<file path="src/rtl/srw_pkg.sv">
// shared constants, types and helpers for the serial block write receiver
package srw_pkg;
	localparam int unsigned DATA_W = 8;
	localparam int unsigned FIFO_DEPTH = 8;
	localparam logic [7:0] BLOCK_MAX = 8'h80;
	localparam logic [7:0] ID_FIRST = 8'h00;
	localparam logic [7:0] ID_CONT = 8'hFF;
	localparam logic [7:0] ZERO_BYTE = 8'h00;
	localparam logic [7:0] CODE_WRITE = 8'h41;
	localparam logic [7:0] AREA_BLOCK = 8'h44;
	localparam logic [7:0] DLE_BYTE = 8'h10;
	localparam logic [7:0] ETX_BYTE = 8'h03;
	localparam logic [7:0] BCC_INIT = 8'h00;
	// header byte positions, counted from zero
	localparam logic [3:0] POS_ID = 4'h0;
	localparam logic [3:0] POS_ZERO = 4'h1;
	localparam logic [3:0] POS_CODE = 4'h2;
	localparam logic [3:0] POS_AREA = 4'h3;
	localparam logic [3:0] POS_BLK_NUM = 4'h4;
	localparam logic [3:0] POS_WORD_NUM = 4'h5;
	localparam logic [3:0] POS_LEN_HI = 4'h6;
	localparam logic [3:0] POS_LEN_LO = 4'h7;
	localparam logic [3:0] HDR_LAST_FIRST = 4'h9;
	localparam logic [3:0] HDR_LAST_CONT = 4'h3;
	// response byte positions
	localparam logic [2:0] TX_IDX_ID = 3'h0;
	localparam logic [2:0] TX_IDX_ERR = 3'h3;
	localparam logic [2:0] TX_IDX_DLE = 3'h4;
	localparam logic [2:0] TX_IDX_ETX = 3'h5;
	localparam logic [2:0] TX_IDX_BCC = 3'h6;
	// error numbers, values arbitrary
	localparam logic [7:0] ERR_NONE = 8'h00;
	localparam logic [7:0] ERR_HDR = 8'h01;
	localparam logic [7:0] ERR_LEN = 8'h02;
	localparam logic [7:0] ERR_SEQ = 8'h03;

	typedef enum logic [2:0] {S_HDR, S_DATA, S_DRAIN, S_WAIT} srw_st_t;
	typedef enum logic {T_IDLE, T_SEND} srw_tx_st_t;

	function automatic logic [7:0] bcc_step(input logic [7:0] acc, input logic [7:0] b);
		bcc_step = acc ^ b;
	endfunction : bcc_step
endpackage : srw_pkg

</file>
<file path="src/rtl/srw_fifo.sv">
// data fifo with registered output stage
`timescale 1ns/1ns
`default_nettype none
module srw_fifo import srw_pkg::*; #(
	parameter int unsigned W = DATA_W,
	parameter int unsigned DEPTH = FIFO_DEPTH
) (
	input wire logic core_clk,
	input wire logic sys_rst,
	input wire logic in_valid,
	input wire logic [W-1:0] in_data,
	output logic in_ready,
	output logic out_valid,
	output logic [W-1:0] out_data,
	input wire logic out_ready,
	output logic [$clog2(DEPTH+1)-1:0] count,
	output logic idle
);
	localparam int unsigned AW = $clog2(DEPTH);
	localparam int unsigned CW = $clog2(DEPTH+1);
	typedef struct packed {
		logic [DEPTH-1:0][W-1:0] mem;
		logic [AW-1:0] wp;
		logic [AW-1:0] rp;
		logic [CW-1:0] cnt;
		logic [W-1:0] od;
		logic ov;
	} srw_fifo_st_t;
	srw_fifo_st_t q, d;
	logic push, pop;

	assign in_ready = q.cnt != CW'(DEPTH);
	assign out_valid = q.ov;
	assign out_data = q.od;
	assign count = q.cnt;
	assign idle = (q.cnt == '0) && !q.ov;

	always_comb begin
		d = q;
		push = in_valid && in_ready;
		pop = (q.cnt != '0) && (!q.ov || out_ready);
		if (push) begin
			d.mem[q.wp] = in_data;
			d.wp = AW'((q.wp + 1'b1) % DEPTH);
		end
		if (pop) begin
			d.od = q.mem[q.rp];
			d.ov = 1'b1;
			d.rp = AW'((q.rp + 1'b1) % DEPTH);
		end else if (out_ready) begin
			d.ov = 1'b0;
		end
		d.cnt = CW'(q.cnt + CW'(push) - CW'(pop));
	end

	always_ff @(posedge core_clk) begin
		if (sys_rst) begin
			q <= '0;
		end else begin
			q <= d;
		end
	end

	fifo_bound_a: assert property (@(posedge core_clk) disable iff (sys_rst)
		q.cnt <= CW'(DEPTH) && (q.cnt != CW'(DEPTH) || !in_ready)) else $error("fifo accepts while full");
endmodule : srw_fifo
`default_nettype wire

</file>
<file path="src/rtl/srw_resp_tx.sv">
// response frame sender
`timescale 1ns/1ns
`default_nettype none
module srw_resp_tx import srw_pkg::*; (
	input wire logic core_clk,
	input wire logic sys_rst,
	input wire logic start,
	input wire logic cont,
	input wire logic [7:0] err_num,
	input wire logic bcc_en,
	output logic [7:0] tx_data,
	output logic tx_valid,
	input wire logic tx_ready,
	output logic busy
);
	typedef struct packed {
		srw_tx_st_t st;
		logic [2:0] idx;
		logic cont;
		logic bcc_en;
		logic [7:0] err;
		logic [7:0] bcc;
		logic [7:0] data;
		logic valid;
	} srw_tx_q_t;
	srw_tx_q_t q, d;
	logic [2:0] nidx;
	logic [2:0] last;

	function automatic logic [7:0] resp_byte(input logic [2:0] i, input logic c, input logic [7:0] e,
		input logic [7:0] b);
		if (i == TX_IDX_ID) begin
			resp_byte = c ? ID_CONT : ID_FIRST;
		end else if (i == TX_IDX_ERR) begin
			resp_byte = e;
		end else if (i == TX_IDX_DLE) begin
			resp_byte = DLE_BYTE;
		end else if (i == TX_IDX_ETX) begin
			resp_byte = ETX_BYTE;
		end else if (i == TX_IDX_BCC) begin
			resp_byte = b;
		end else begin
			resp_byte = ZERO_BYTE;
		end
	endfunction : resp_byte

	assign tx_data = q.data;
	assign tx_valid = q.valid;
	assign busy = q.st == T_SEND;

	always_comb begin
		d = q;
		nidx = 3'(q.idx + 3'h1);
		last = q.bcc_en ? TX_IDX_BCC : TX_IDX_ETX;
		case (q.st)
			T_IDLE: begin
				if (start) begin
					d.st = T_SEND;
					d.idx = TX_IDX_ID;
					d.cont = cont;
					d.err = err_num;
					d.bcc_en = bcc_en;
					d.valid = 1'b1;
					d.data = resp_byte(TX_IDX_ID, cont, err_num, BCC_INIT);
					d.bcc = bcc_step(BCC_INIT, d.data);
				end
			end
			T_SEND: begin
				if (q.valid && tx_ready) begin
					if (q.idx == last) begin
						d.st = T_IDLE;
						d.valid = 1'b0;
					end else begin
						d.idx = nidx;
						d.data = resp_byte(nidx, q.cont, q.err, q.bcc);
						if (nidx != TX_IDX_BCC) begin
							d.bcc = bcc_step(q.bcc, d.data);
						end
					end
				end
			end
			default: d.st = T_IDLE;
		endcase
	end

	always_ff @(posedge core_clk) begin
		if (sys_rst) begin
			q <= '0;
		end else begin
			q <= d;
		end
	end

	resp_id_a: assert property (@(posedge core_clk) disable iff (sys_rst)
		start && !busy |=> tx_valid && tx_data == ($past(cont) ? ID_CONT : ID_FIRST))
		else $error("response id byte wrong");
	err_byte_a: assert property (@(posedge core_clk) disable iff (sys_rst)
		busy && q.idx == TX_IDX_ERR |-> tx_data == q.err) else $error("error number not in fourth byte");
	bcc_option_a: assert property (@(posedge core_clk) disable iff (sys_rst)
		busy && tx_ready && q.idx == TX_IDX_ETX && !q.bcc_en |=> !busy) else $error("block check sent while off");
endmodule : srw_resp_tx
`default_nettype wire

</file>
<file path="src/rtl/srw_frame_rx.sv">
// write frame receiver: header check, data delivery, response
`timescale 1ns/1ns
`default_nettype none
module srw_frame_rx import srw_pkg::*; (
	input wire logic core_clk,
	input wire logic sys_rst,
	input wire logic bcc_en,
	input wire logic [7:0] rx_data,
	input wire logic rx_valid,
	output logic rx_ready,
	input wire logic rx_end,
	input wire logic [7:0] rx_bcc,
	input wire logic rx_link_err,
	output logic [7:0] tx_data,
	output logic tx_valid,
	input wire logic tx_ready,
	output logic [7:0] host_data,
	output logic host_valid,
	input wire logic host_ready,
	output logic [7:0] data_block_number,
	output logic [7:0] data_word_number,
	output logic [7:0] resp_err,
	output logic link_err
);
	typedef struct packed {
		srw_st_t st;
		logic [3:0] idx;
		logic cont;
		logic hdr_err;
		logic seq_err;
		logic over;
		logic pend;
		logic [7:0] pay_cnt;
		logic [7:0] bcc;
		logic [15:0] len;
		logic [15:0] remain;
		logic [7:0] blk_num;
		logic [7:0] word_num;
		logic [7:0] err;
		logic rx_ready;
		logic tx_start;
		logic link_err;
	} srw_rx_q_t;
	srw_rx_q_t q, d;
	logic acc;
	logic push;
	logic end_now;
	logic bcc_ok;
	logic len_bad;
	logic [3:0] hdr_last;
	logic [15:0] exp_len;
	logic [7:0] want;
	logic fifo_ready;
	logic fifo_idle;
	logic [3:0] fifo_cnt;
	logic tx_busy;

	function automatic logic [7:0] pick_err(input logic s, input logic h, input logic l);
		if (s) begin
			pick_err = ERR_SEQ;
		end else if (h) begin
			pick_err = ERR_HDR;
		end else if (l) begin
			pick_err = ERR_LEN;
		end else begin
			pick_err = ERR_NONE;
		end
	endfunction : pick_err

	assign rx_ready = q.rx_ready;
	assign data_block_number = q.blk_num;
	assign data_word_number = q.word_num;
	assign resp_err = q.err;
	assign link_err = q.link_err;

	always_comb begin
		d = q;
		d.tx_start = 1'b0;
		d.link_err = 1'b0;
		acc = rx_valid && q.rx_ready;
		push = 1'b0;
		end_now = 1'b0;
		bcc_ok = 1'b1;
		len_bad = 1'b0;
		exp_len = '0;
		want = '0;
		hdr_last = q.cont ? HDR_LAST_CONT : HDR_LAST_FIRST;
		case (q.st)
			S_HDR: begin
				if (rx_link_err) begin
					d.idx = POS_ID;
					d.link_err = 1'b1;
				end else if (acc) begin
					d.bcc = bcc_step(q.bcc, rx_data);
					d.idx = 4'(q.idx + 4'h1);
					if (q.idx == POS_ID) begin
						d.bcc = bcc_step(BCC_INIT, rx_data);
						d.cont = rx_data == ID_CONT;
						d.hdr_err = (rx_data != ID_CONT) && (rx_data != ID_FIRST);
						d.seq_err = (rx_data == ID_CONT) && !q.pend;
						d.pay_cnt = '0;
						d.over = 1'b0;
					end else if (q.idx == POS_ZERO) begin
						d.hdr_err = q.hdr_err || (rx_data != ZERO_BYTE);
					end else if (q.idx == POS_CODE) begin
						d.hdr_err = q.hdr_err || (rx_data != CODE_WRITE);
					end else if (q.idx == POS_AREA) begin
						d.hdr_err = q.hdr_err || (rx_data != AREA_BLOCK);
					end else if (q.idx == POS_BLK_NUM) begin
						d.blk_num = rx_data;
					end else if (q.idx == POS_WORD_NUM) begin
						d.word_num = rx_data;
					end else if (q.idx == POS_LEN_HI) begin
						d.len[15:8] = rx_data;
					end else if (q.idx == POS_LEN_LO) begin
						d.len[7:0] = rx_data;
					end
					if (q.idx != POS_ID && q.idx == hdr_last) begin
						d.st = S_DATA;
					end
				end else if (rx_end && q.idx != POS_ID) begin
					d.hdr_err = 1'b1;
					end_now = 1'b1;
				end
			end
			S_DATA: begin
				if (rx_link_err) begin
					d.st = S_HDR;
					d.idx = POS_ID;
					d.link_err = 1'b1;
				end else if (acc) begin
					d.bcc = bcc_step(q.bcc, rx_data);
					if (q.pay_cnt < BLOCK_MAX) begin
						d.pay_cnt = 8'(q.pay_cnt + 8'h01);
						push = !q.hdr_err && !q.seq_err;
					end else begin
						d.over = 1'b1;
					end
				end else if (rx_end) begin
					end_now = 1'b1;
				end
			end
			S_DRAIN: begin
				if (fifo_idle) begin
					d.tx_start = 1'b1;
					d.st = S_WAIT;
				end
			end
			S_WAIT: begin
				if (!q.tx_start && !tx_busy) begin
					d.st = S_HDR;
					d.idx = POS_ID;
				end
			end
			default: d.st = S_HDR;
		endcase
		if (end_now) begin
			bcc_ok = !bcc_en || (bcc_step(bcc_step(q.bcc, DLE_BYTE), ETX_BYTE) == rx_bcc);
			exp_len = q.cont ? q.remain : q.len;
			want = (exp_len > {8'h00, BLOCK_MAX}) ? BLOCK_MAX : exp_len[7:0];
			len_bad = q.over || (q.pay_cnt != want);
			if (!bcc_ok) begin
				d.st = S_HDR;
				d.idx = POS_ID;
				d.link_err = 1'b1;
			end else begin
				d.st = S_DRAIN;
				d.err = pick_err(d.seq_err, d.hdr_err, len_bad);
				if (d.err != ERR_NONE) begin
					d.pend = 1'b0;
					d.remain = '0;
				end else begin
					d.remain = 16'(exp_len - {8'h00, q.pay_cnt});
					d.pend = d.remain != '0;
				end
			end
		end
		d.rx_ready = ((d.st == S_HDR) || (d.st == S_DATA)) && ((5'(fifo_cnt) + 5'(push)) < 5'(FIFO_DEPTH));
	end

	always_ff @(posedge core_clk) begin
		if (sys_rst) begin
			q <= '0;
		end else begin
			q <= d;
		end
	end

	srw_fifo #(.W(DATA_W), .DEPTH(FIFO_DEPTH)) u_fifo (
		.core_clk(core_clk),
		.sys_rst(sys_rst),
		.in_valid(push),
		.in_data(rx_data),
		.in_ready(fifo_ready),
		.out_valid(host_valid),
		.out_data(host_data),
		.out_ready(host_ready),
		.count(fifo_cnt),
		.idle(fifo_idle)
	);

	srw_resp_tx u_tx (
		.core_clk(core_clk),
		.sys_rst(sys_rst),
		.start(q.tx_start),
		.cont(q.cont),
		.err_num(q.err),
		.bcc_en(bcc_en),
		.tx_data(tx_data),
		.tx_valid(tx_valid),
		.tx_ready(tx_ready),
		.busy(tx_busy)
	);

	resp_after_data_a: assert property (@(posedge core_clk) disable iff (sys_rst)
		q.tx_start |-> fifo_idle && tx_busy == 1'b0) else $error("response before data delivered");
	push_room_a: assert property (@(posedge core_clk) disable iff (sys_rst)
		push |-> fifo_ready) else $error("push into full fifo");
	bad_hdr_drop_a: assert property (@(posedge core_clk) disable iff (sys_rst)
		push |-> !q.hdr_err && !q.seq_err) else $error("data of bad header delivered");
	hdr_err_num_a: assert property (@(posedge core_clk) disable iff (sys_rst)
		q.tx_start && (q.hdr_err || q.seq_err) |-> q.err != ERR_NONE) else $error("error frame answered with zero");
	block_cap_a: assert property (@(posedge core_clk) disable iff (sys_rst)
		push |-> q.pay_cnt < BLOCK_MAX) else $error("more than one block delivered");
	cont_header_a: assert property (@(posedge core_clk) disable iff (sys_rst)
		q.st == S_HDR && acc && q.cont && q.idx == HDR_LAST_CONT && !rx_link_err |=> q.st == S_DATA)
		else $error("continuation header not four bytes");
	link_err_quiet_a: assert property (@(posedge core_clk) disable iff (sys_rst)
		q.st == S_DATA && rx_link_err |=> q.st == S_HDR && !q.tx_start ##1 !q.tx_start)
		else $error("link error answered by response");
	resp_done_a: assert property (@(posedge core_clk) disable iff (sys_rst)
		q.tx_start |=> tx_valid ##[1:700] q.st == S_HDR) else $error("response did not finish");

	// stream and hand-off checks
	rx_hold_off_a: assert property (@(posedge core_clk) disable iff (sys_rst)
		q.st == S_DRAIN || q.st == S_WAIT |-> !rx_ready)
		else $error("byte accepted while answering");
	end_stops_rx_a: assert property (@(posedge core_clk) disable iff (sys_rst)
		q.st == S_DATA && rx_end && !acc && !rx_link_err |=> !rx_ready || link_err)
		else $error("stream open after frame end");
	host_hold_a: assert property (@(posedge core_clk) disable iff (sys_rst)
		host_valid && !host_ready |=> host_valid && $stable(host_data))
		else $error("host byte dropped before taken");
	tx_hold_a: assert property (@(posedge core_clk) disable iff (sys_rst)
		tx_valid && !tx_ready |=> tx_valid && $stable(tx_data))
		else $error("response byte dropped before taken");
	payload_only_a: assert property (@(posedge core_clk) disable iff (sys_rst)
		push |-> q.st == S_DATA)
		else $error("header byte delivered to host");
	drain_wait_a: assert property (@(posedge core_clk) disable iff (sys_rst)
		q.st == S_DRAIN && !fifo_idle |=> q.st == S_DRAIN && !q.tx_start)
		else $error("response started before host drained");

	// header and length checks
	first_header_a: assert property (@(posedge core_clk) disable iff (sys_rst)
		q.st == S_HDR && acc && !q.cont && q.idx == HDR_LAST_FIRST && !rx_link_err |=> q.st == S_DATA)
		else $error("first header not ten bytes");
	hdr_short_a: assert property (@(posedge core_clk) disable iff (sys_rst)
		q.st == S_HDR && !acc && !rx_link_err && rx_end && q.idx != POS_ID |=> q.hdr_err)
		else $error("short header not flagged");
	over_no_push_a: assert property (@(posedge core_clk) disable iff (sys_rst)
		q.st == S_DATA && acc && !rx_link_err && q.pay_cnt == BLOCK_MAX |-> !push ##1 q.over)
		else $error("byte past block limit delivered");
	addr_hold_a: assert property (@(posedge core_clk) disable iff (sys_rst)
		q.st == S_DATA |=> $stable(data_block_number) && $stable(data_word_number))
		else $error("block address changed in payload");

	// judging and response checks
	seq_err_code_a: assert property (@(posedge core_clk) disable iff (sys_rst)
		q.tx_start && q.seq_err |-> q.err == ERR_SEQ)
		else $error("sequence error number wrong");
	len_err_code_a: assert property (@(posedge core_clk) disable iff (sys_rst)
		q.tx_start && q.over && !q.seq_err && !q.hdr_err |-> q.err == ERR_LEN)
		else $error("overlong frame not flagged");
	err_clears_pend_a: assert property (@(posedge core_clk) disable iff (sys_rst)
		q.tx_start && q.err != ERR_NONE |-> !q.pend)
		else $error("continuation kept after error");
	cont_resp_id_a: assert property (@(posedge core_clk) disable iff (sys_rst)
		q.tx_start && q.cont |=> tx_data == ID_CONT)
		else $error("continuation answered with plain id");
	resp_once_a: assert property (@(posedge core_clk) disable iff (sys_rst)
		q.tx_start |=> !q.tx_start)
		else $error("response started twice");

	// link fault checks
	link_no_resp_a: assert property (@(posedge core_clk) disable iff (sys_rst)
		link_err |-> q.st == S_HDR && !q.tx_start)
		else $error("link fault led to response");
	bcc_bad_drop_a: assert property (@(posedge core_clk) disable iff (sys_rst)
		end_now && !bcc_ok |=> link_err && !q.tx_start)
		else $error("bad block check answered");
endmodule : srw_frame_rx
`default_nettype wire

</file>
<file path="config.mk">
export PLATFORM = sky130hd
export DESIGN_NAME = srw_frame_rx
export DESIGN_NICKNAME = d
export VERILOG_FILES = /design/src/rtl/srw_pkg.sv /design/src/rtl/srw_fifo.sv /design/src/rtl/srw_resp_tx.sv /design/src/rtl/srw_frame_rx.sv
export SDC_FILE = /design/constraint.sdc
export NUM_CORES = 1
export LEC_CHECK = 0
export BUFFER_PORTS_ARGS = -buffer_cell sky130_fd_sc_hd__buf_2
export CAP_MARGIN = 15
export CORE_ASPECT_RATIO = 2
export CORE_UTILIZATION = 55
export CTS_CLUSTER_DIAMETER = 60
export DETAILED_ROUTE_END_ITERATION = 16
export PLACE_DENSITY = 0.75
export SLEW_MARGIN = 20
export SYNTH_ARGS = -nofsm -noshare
export SYNTH_HDL_FRONTEND = slang
export SYNTH_SLANG_ARGS = --single-unit
</file>
<file path="constraint.sdc">
create_clock -name core_clk -period 4.4 [get_ports core_clk]
set_input_delay 0.44 -clock core_clk [delete_from_list [all_inputs] [get_ports core_clk]]
set_output_delay 0.44 -clock core_clk [all_outputs]
set_load 0.005 [all_outputs]
</file>
==> flow_metrics.py, run 1 <==
metrics = {
    "timing": {
        "fmax_mhz": 265,
        "timing_max_transition_violations_final": 0,
        "fin_worst_hold_slack_ns": 0.229,
        "tightest_slew_ns": 1.02,
        "final.period_utilization_pct": 85.6,
        "setup-violations-final": 0,
        "final-hold-violation-count": 0,
        "relSlewSlack_pct": 32.1,
        "tns_ns": 0,
        "period_needed_ns": 3.77,
        "skew_ns": 0.0106,
        "rsz0062_at_grt": "no",
    },
    "yosys": {
        "postSynthCellCount": 1092,
        "netlist_area_mm2": 0.00967,
        "synth_top_area_share_pct": 39.1,
        "ys.flop_type": "dfxtp_1",
        "synth_seq_area_share_pct": 39.1,
        "synth-compound-area-share_pct": 13.4,
        "muxShareOfSynthArea_pct": 15.2,
        "synth_area_leaders": "dfxtp_1 (39%), mux2i_1 (11%), nor2_1 (7.7%), mux4_2 (3.7%), ha_1 (3.6%)",
        "ys_ff_latch": 189,
        "yosys_warnings": 0,
        "synth_top_family_by_area": "simple AND/OR/NAND/NOR gates",
        "synth_edf_count": 0,
        "synthArstFlopShare_pct": 0,
        "synth_fa_ha_area_share_pct": 4.04,
        "yosys.area.top_type": "dfxtp_1",
        "synth_xor_xnor_area_share_pct": 2.99,
        "synth-simple-area-share_pct": 17.6,
        "yosys.cell_types.count": 71,
        "avgSynthCellArea_um2": 8.85,
    },
    "global_route": {
        "antenna_found_initial": 0,
        "grt.total_usage_pct": 26.8,
        "grt_use_met1_pct": 25.9,
        "grt_max_degree": 118,
        "grt_pass1_wl_mm": 37.3,
        "grt.overflow.total": 0,
        "grtUsageMet3_pct": 4.10,
        "grt_use_met2_pct": 50.3,
        "grt_pass1_vias": 7808,
        "busiest_layer": "met2",
    },
    "clock_tree": {
        "cts_tree": "built",
        "holdBufCountCts": 0,
        "ctsResizeCount": 0,
        "insertion_delay_ns": 0.44,
        "postCtsSetupBuffers": 0,
        "cts_buffers": 17,
        "cts-root-buf": "clkbuf_16",
        "htreeDepth": 4,
        "clkTransAtPathRegs_ns": 0.07,
        "cts_sinks": 189,
        "clockBufferDepth": 2,
    },
    "critical_path": {
        "cp.arrival_ns": 4.07,
        "crit_fanout": 24,
        "cp.buffers_inverters": 2,
        "worstPathCellList": "buf_4 -> mux2i_1 -> inv_1 -> ha_1 -> o21ai_0 -> o21ai_0 -> a31o_2 -> nor4b_2 -> xnor2_1 -> or3_1 -> nor4_1 -> a211oi_1",
        "startpoint_type": "register",
        "crit_top_cell": "o21ai_0",
        "critPathKind": "reg2reg",
        "reg2regPathDepth": 12,
        "critPathMaxStageDelay_ns": 0.60,
        "r2r-start": "q[79]",
        "cp_slowest_cell": "dfxtp_1",
        "rr_endpoint": "q[75]",
        "cp-end-kind": "register",
        "cp.required_ns": 4.70,
        "regToRegSetupSlack_ns": 0.63,
        "cp_top_family": "compound AO/OA/AOI/OAI gates",
    },
    "cells_and_area": {
        "seq_area_mm2": 0.00378,
        "diodes": 0,
        "design_area_mm2": 0.0103,
        "final_common_cell": "nor2_1",
        "area_growth_pct": 7.00,
        "layout_common_cells": "nor2_1 (197), dfxtp_1 (189), mux2i_1 (106), buf_2 (60)",
        "nets": 1130,
        "fin_util_pct": 60.2,
        "n_fill_cell": 1542,
        "multi_input_area_mm2": 0.00518,
        "drive_gt1_share_pct": 12.8,
    },
    "detailed_routing": {
        "ant_nets": 0,
        "drt-initial-drc-count": 282,
        "dr.pass1.iters": 5,
        "wire_per_inst_um": 17.7,
        "vias": 7750,
        "drt_wl_total_mm": 23.0,
        "drc": 0,
        "viasPerCell": 5.97,
    },
    "power": {
        "powerDensity_mw_per_mm2": 389,
        "leakagePower_nw": 4.20,
        "ir_drop_mv": 0.395,
    },
    "status": {
        "status": "completed",
    },
    "min_path": {
        "hold_class": "in2reg",
        "hold_depth": 2,
        "whs_endpoint": "u_tx.tx_valid",
        "worstHoldStart": "tx_ready",
    },
    "place": {
        "dpl-instance-area_mm2": 0.00973,
        "numPortBuffers": 61,
        "dp_hpwl_mm": 16.5,
        "place_congestion": 0.929,
    },
    "run": {
        "maxCapViolations": 0,
    },
    "floorplanning": {
        "io_pins": 68,
        "die_h_um": 189,
        "initial_core_util_pct": 56.2,
        "die_area_mm2": 0.0181,
        "rows": 68,
        "die_w_um": 95.7,
        "coreArea_mm2": 0.0172,
    },
}
-- per-stage QoR --
| step | instances | setup slack, ns | power (mW) |
|---|---|---|---|
| 2_1_floorplan | 1098 | 1.22 | 2.32 |
| 3_3_place_gp | 1267 | 0.853 | 2.44 |
| 3_5_place_dp | 1267 | 0.781 | 2.46 |
| 4_1_cts | 1299 | 0.721 | 4.05 |
| 5_1_grt | 1299 | 0.329 | 4.19 |
| 6_report | 1299 | 0.633 | 4.02 |
-- power by group --
part | total, mW | internal, mW | switching, mW
sequential | 1.87 | 1.77 | 0.0957
combinational | 0.545 | 0.243 | 0.302
clock | 1.61 | 0.909 | 0.701
total | 4.02 | 2.93 | 1.10
-- logic make-up (layout without fill, tap and decap cells) --
family / count (synthesis) / in the layout
simple gates: 371 / 371
compound gates: 200 / 200
buf+inv: 142 / 133
fa+ha+maj: 30 / 30
other cells: 1 / 7
xor+xnor: 33 / 33
mux: 126 / 126
flops: 189 / 189
-- worst register-to-register path: stages (launching register included) --
cell	delay [ns]
dfxtp_1	0.60
buf_4	0.39
mux2i_1	0.41
inv_1	0.08
ha_1	0.33
o21ai_0	0.33
o21ai_0	0.13
a31o_2	0.31
nor4b_2	0.29
xnor2_1	0.13
or3_1	0.37
nor4_1	0.17
a211oi_1	0.11
-- flip-flops by register name, summed over array words and instances, names as in the netlist, 4 cells and up --
register / count
u_fifo.count: 4
data_word_number: 8
u_tx.q: 15
q: 61
data_block_number: 8
u_fifo.out_data: 8
u_tx.tx_data: 8
u_fifo.q: 70
-- synthesized netlist by cell type, types with 4 or more instances --
cell type,count
mux4_2,16
nand2b_1,8
a211oi_1,13
or3_1,6
o22ai_1,6
buf_1,4
xor2_1,11
nand3b_1,5
and2_1,4
buf_2,7
nor2_1,197
nor3_1,16
o21ai_0,40
dfxtp_1,189
a311oi_1,6
a21oi_1,59
a32oi_1,8
buf_4,42
a31oi_1,5
ha_1,28
nor3b_1,5
nor4_1,8
nand2_1,58
mux2_2,4
o31ai_1,8
a22oi_1,25
nand4_1,7
xnor2_1,22
or4_1,5
nand3_1,25
mux2i_1,106
clkbuf_1,54
inv_1,31
nor2b_1,5
-- area by class of cell --
class | instances | area share [%]
clock buffer | 19 | 4.19
sequential | 189 | 36.6
inverter | 31 | 1.13
timing repair buffer | 70 | 3.75
tap | 210 | 2.54
multi-input combinational | 767 | 50.1
clock inverter | 13 | 1.72
-- layer usage --
metal | wire length [µm] | up-vias
li1 | - | 3755
met1 | 7990 | 3706
met2 | 13000 | 201
met3 | 755 | 88
met4 | 1290 | 0
met5 | 0 | -
-- how the worst max path moves through the flow --
stage	start	end	slack, ns	cells after the start
2_1_floorplan	q[79]	q[75]	1.22	14
3_3_place_gp	q[79]	q[75]	0.85	12
3_5_place_dp	q[79]	q[75]	0.78	12
4_1_cts	q[79]	q[75]	0.72	12
5_1_grt	q[79]	q[75]	0.33	12
6_report	q[79]	q[75]	0.63	12
(Power assumes the default switching activity.)
==> run 2, diff against run 1 <==
- BUFFER_PORTS_ARGS: -buffer_cell sky130_fd_sc_hd__buf_2 -> -buffer_cell sky130_fd_sc_hd__clkbuf_2
- CTS_BUF_LIST: unset -> sky130_fd_sc_hd__clkbuf_4
==> flow_metrics.py, run 2 (synthesized netlist as in run 1, its figures left out) <==
metrics = {
    "critical_path": {
        "startpoint": "q[79]",
        "cp.arrival_ns": 4.24,
        "startpoint_type": "register",
        "critPathKind": "reg2reg",
        "reg2regPathDepth": 12,
        "crit_fanout": 11,
        "cp-end-kind": "register",
        "cp.required_ns": 4.88,
        "r2r-start": "q[79]",
    },
    "power": {
        "p_seq_share_pct": 55.5,
        "power_mw": 3.40,
        "power_frac_comb_pct": 15.6,
        "p_sw_share_pct": 30.1,
        "leakagePower_nw": 4.03,
        "clockPowerShare_pct": 28.9,
        "power.internal_mw": 2.37,
        "powerDensity_mw_per_mm2": 339,
        "ir_drop_mv": 0.360,
        "switching_power_mw": 1.02,
    },
    "detailed_routing": {
        "drt_wl_total_mm": 22.2,
        "ant_nets": 0,
        "viasPerCell": 5.94,
        "wire_per_inst_um": 17.1,
        "drc": 0,
        "dr.pass1.iters": 5,
        "drt-initial-drc-count": 362,
        "vias": 7717,
    },
    "timing": {
        "rsz0062_at_grt": "no",
        "relSlewSlack_pct": 30.7,
        "timing_max_transition_violations_final": 0,
        "setup-violations-final": 0,
        "final.period_utilization_pct": 85.4,
        "skew_ns": 0.0179,
        "period_needed_ns": 3.76,
        "fmax_mhz": 266,
        "tns_ns": 0,
        "tightest_slew_ns": 1.04,
        "final-hold-violation-count": 0,
    },
    "cells_and_area": {
        "nets": 1129,
        "n_fill_cell": 1621,
        "area_growth_pct": 3.66,
        "drive_gt1_share_pct": 12.7,
        "seq_area_mm2": 0.00378,
        "regMostFlops": "u_fifo.q",
        "final_common_cell": "nor2_1",
        "layout_common_cells": "nor2_1 (197), dfxtp_1 (189), mux2i_1 (106), clkbuf_2 (60)",
        "largest_reg_flops": 70,
        "multi_input_area_mm2": 0.00518,
        "top_regs": "u_fifo.q (70), q (61), u_tx.q (15)",
    },
    "place": {
        "dp_hpwl_mm": 16.5,
        "place_congestion": 0.929,
        "numPortBuffers": 61,
    },
    "clock_tree": {
        "postCtsSetupBuffers": 0,
        "cts_tree": "built",
        "htreeDepth": 4,
        "cts-root-buf": "clkbuf_4",
        "insertion_delay_ns": 0.60,
        "clockBufferDepth": 2,
        "holdBufCountCts": 0,
        "cts_buffers": 17,
        "cts_sinks": 189,
        "clkTransAtPathRegs_ns": 0.15,
        "ctsResizeCount": 0,
    },
    "floorplanning": {
        "initial_core_util_pct": 56.2,
        "die_h_um": 189,
        "rows": 68,
        "die_w_um": 95.7,
        "die_area_mm2": 0.0181,
        "io_pins": 68,
        "coreArea_mm2": 0.0172,
    },
    "min_path": {
        "hold_depth": 2,
        "worstHoldStart": "tx_ready",
        "hold_class": "in2reg",
    },
    "global_route": {
        "grt_pass1_vias": 7668,
        "grt.overflow.total": 0,
        "antenna_found_initial": 1,
        "grt_max_degree": 101,
        "grt.total_usage_pct": 25.9,
        "grt_pass1_wl_mm": 36.2,
    },
    "run": {
        "maxCapViolations": 0,
    },
    "status": {
        "status": "completed",
    },
}
[run 2: changes by cell type in the layout (fill, tap and decap cells not counted)]
cell / before / now
clkbuf_16: 17 / 0
clkbuf_4: 0 / 18
buf_2: 60 / 0
clkbuf_2: 0 / 60
clkinv_2: 1 / 0
clkinv_4: 3 / 2
bufinv_16: 3 / 2
clkinv_1: 0 / 2
inv_6: 3 / 4
buf_4: 9 / 8
clkinvlp_4: 1 / 2
diode_2: 0 / 1
clkbuf_1: 2 / 0
[run 2: final timing paths]
path                     endpoint  slack, ns
max                         q[75]       0.64
min                 u_tx.tx_valid       0.06
max reg2reg                 q[75]       0.64
min reg2reg  data_block_number[3]       0.47
[run 2: area by class of cell]
| cell class | count | share of cell area, % |
|---|---|---|
| multi-input combinational | 767 | 51.7 |
| antenna | 1 | 0.0250 |
| tap | 210 | 2.62 |
| timing repair buffer | 69 | 3.80 |
| clock inverter | 14 | 1.57 |
| inverter | 31 | 1.16 |
| clock buffer | 18 | 1.35 |
| sequential | 189 | 37.8 |
[run 2: power by group through the flow]
stage / combinational (mW) / clock [mW] / sequential, mW
2_1_floorplan: 0.475 / 0 / 1.85
3_3_place_gp: 0.518 / 0 / 1.92
3_5_place_dp: 0.533 / 0 / 1.92
4_1_cts: 0.535 / 1.01 / 1.89
5_1_grt: 0.595 / 1.08 / 1.90
6_report: 0.528 / 0.982 / 1.89
[run 2: critical path: stages (launching register included)]
cell and delay, ns:
dfxtp_1 0.66, mux2i_1 0.41, ha_1 0.24, inv_1 0.06
fa_1 0.41, a211oi_2 0.33, o21ai_0 0.16, a31o_2 0.31
nor4b_2 0.29, xnor2_1 0.12, or3_1 0.37, nor4_1 0.18
a211oi_1 0.11
[run 2: per-stage QoR]
stage	hold WS, ns	cell area, µm²	worst slack, ns	util, %	std cells
after global placement	0.441	9720	0.877	56.6	1266
after CTS	0.0251	10000	0.684	58.3	1298
after detailed placement	0.447	9720	0.724	56.6	1266
after global routing	0.0351	10000	0.447	58.3	1299
after floorplan	0.433	9690	1.22	-	1098
final	0.0619	10000	0.641	58.3	1299
[run 2: metal layers]
metal / track usage [%] / vias to the layer above / share of wire, %
met3: 4.10 / 68 / 2.5
met5: 0 / - / 0
met2: 50.5 / 172 / 57
met1: 24.7 / 3719 / 36
li1: - / 3758 / -
met4: 13.3 / 0 / 4.3
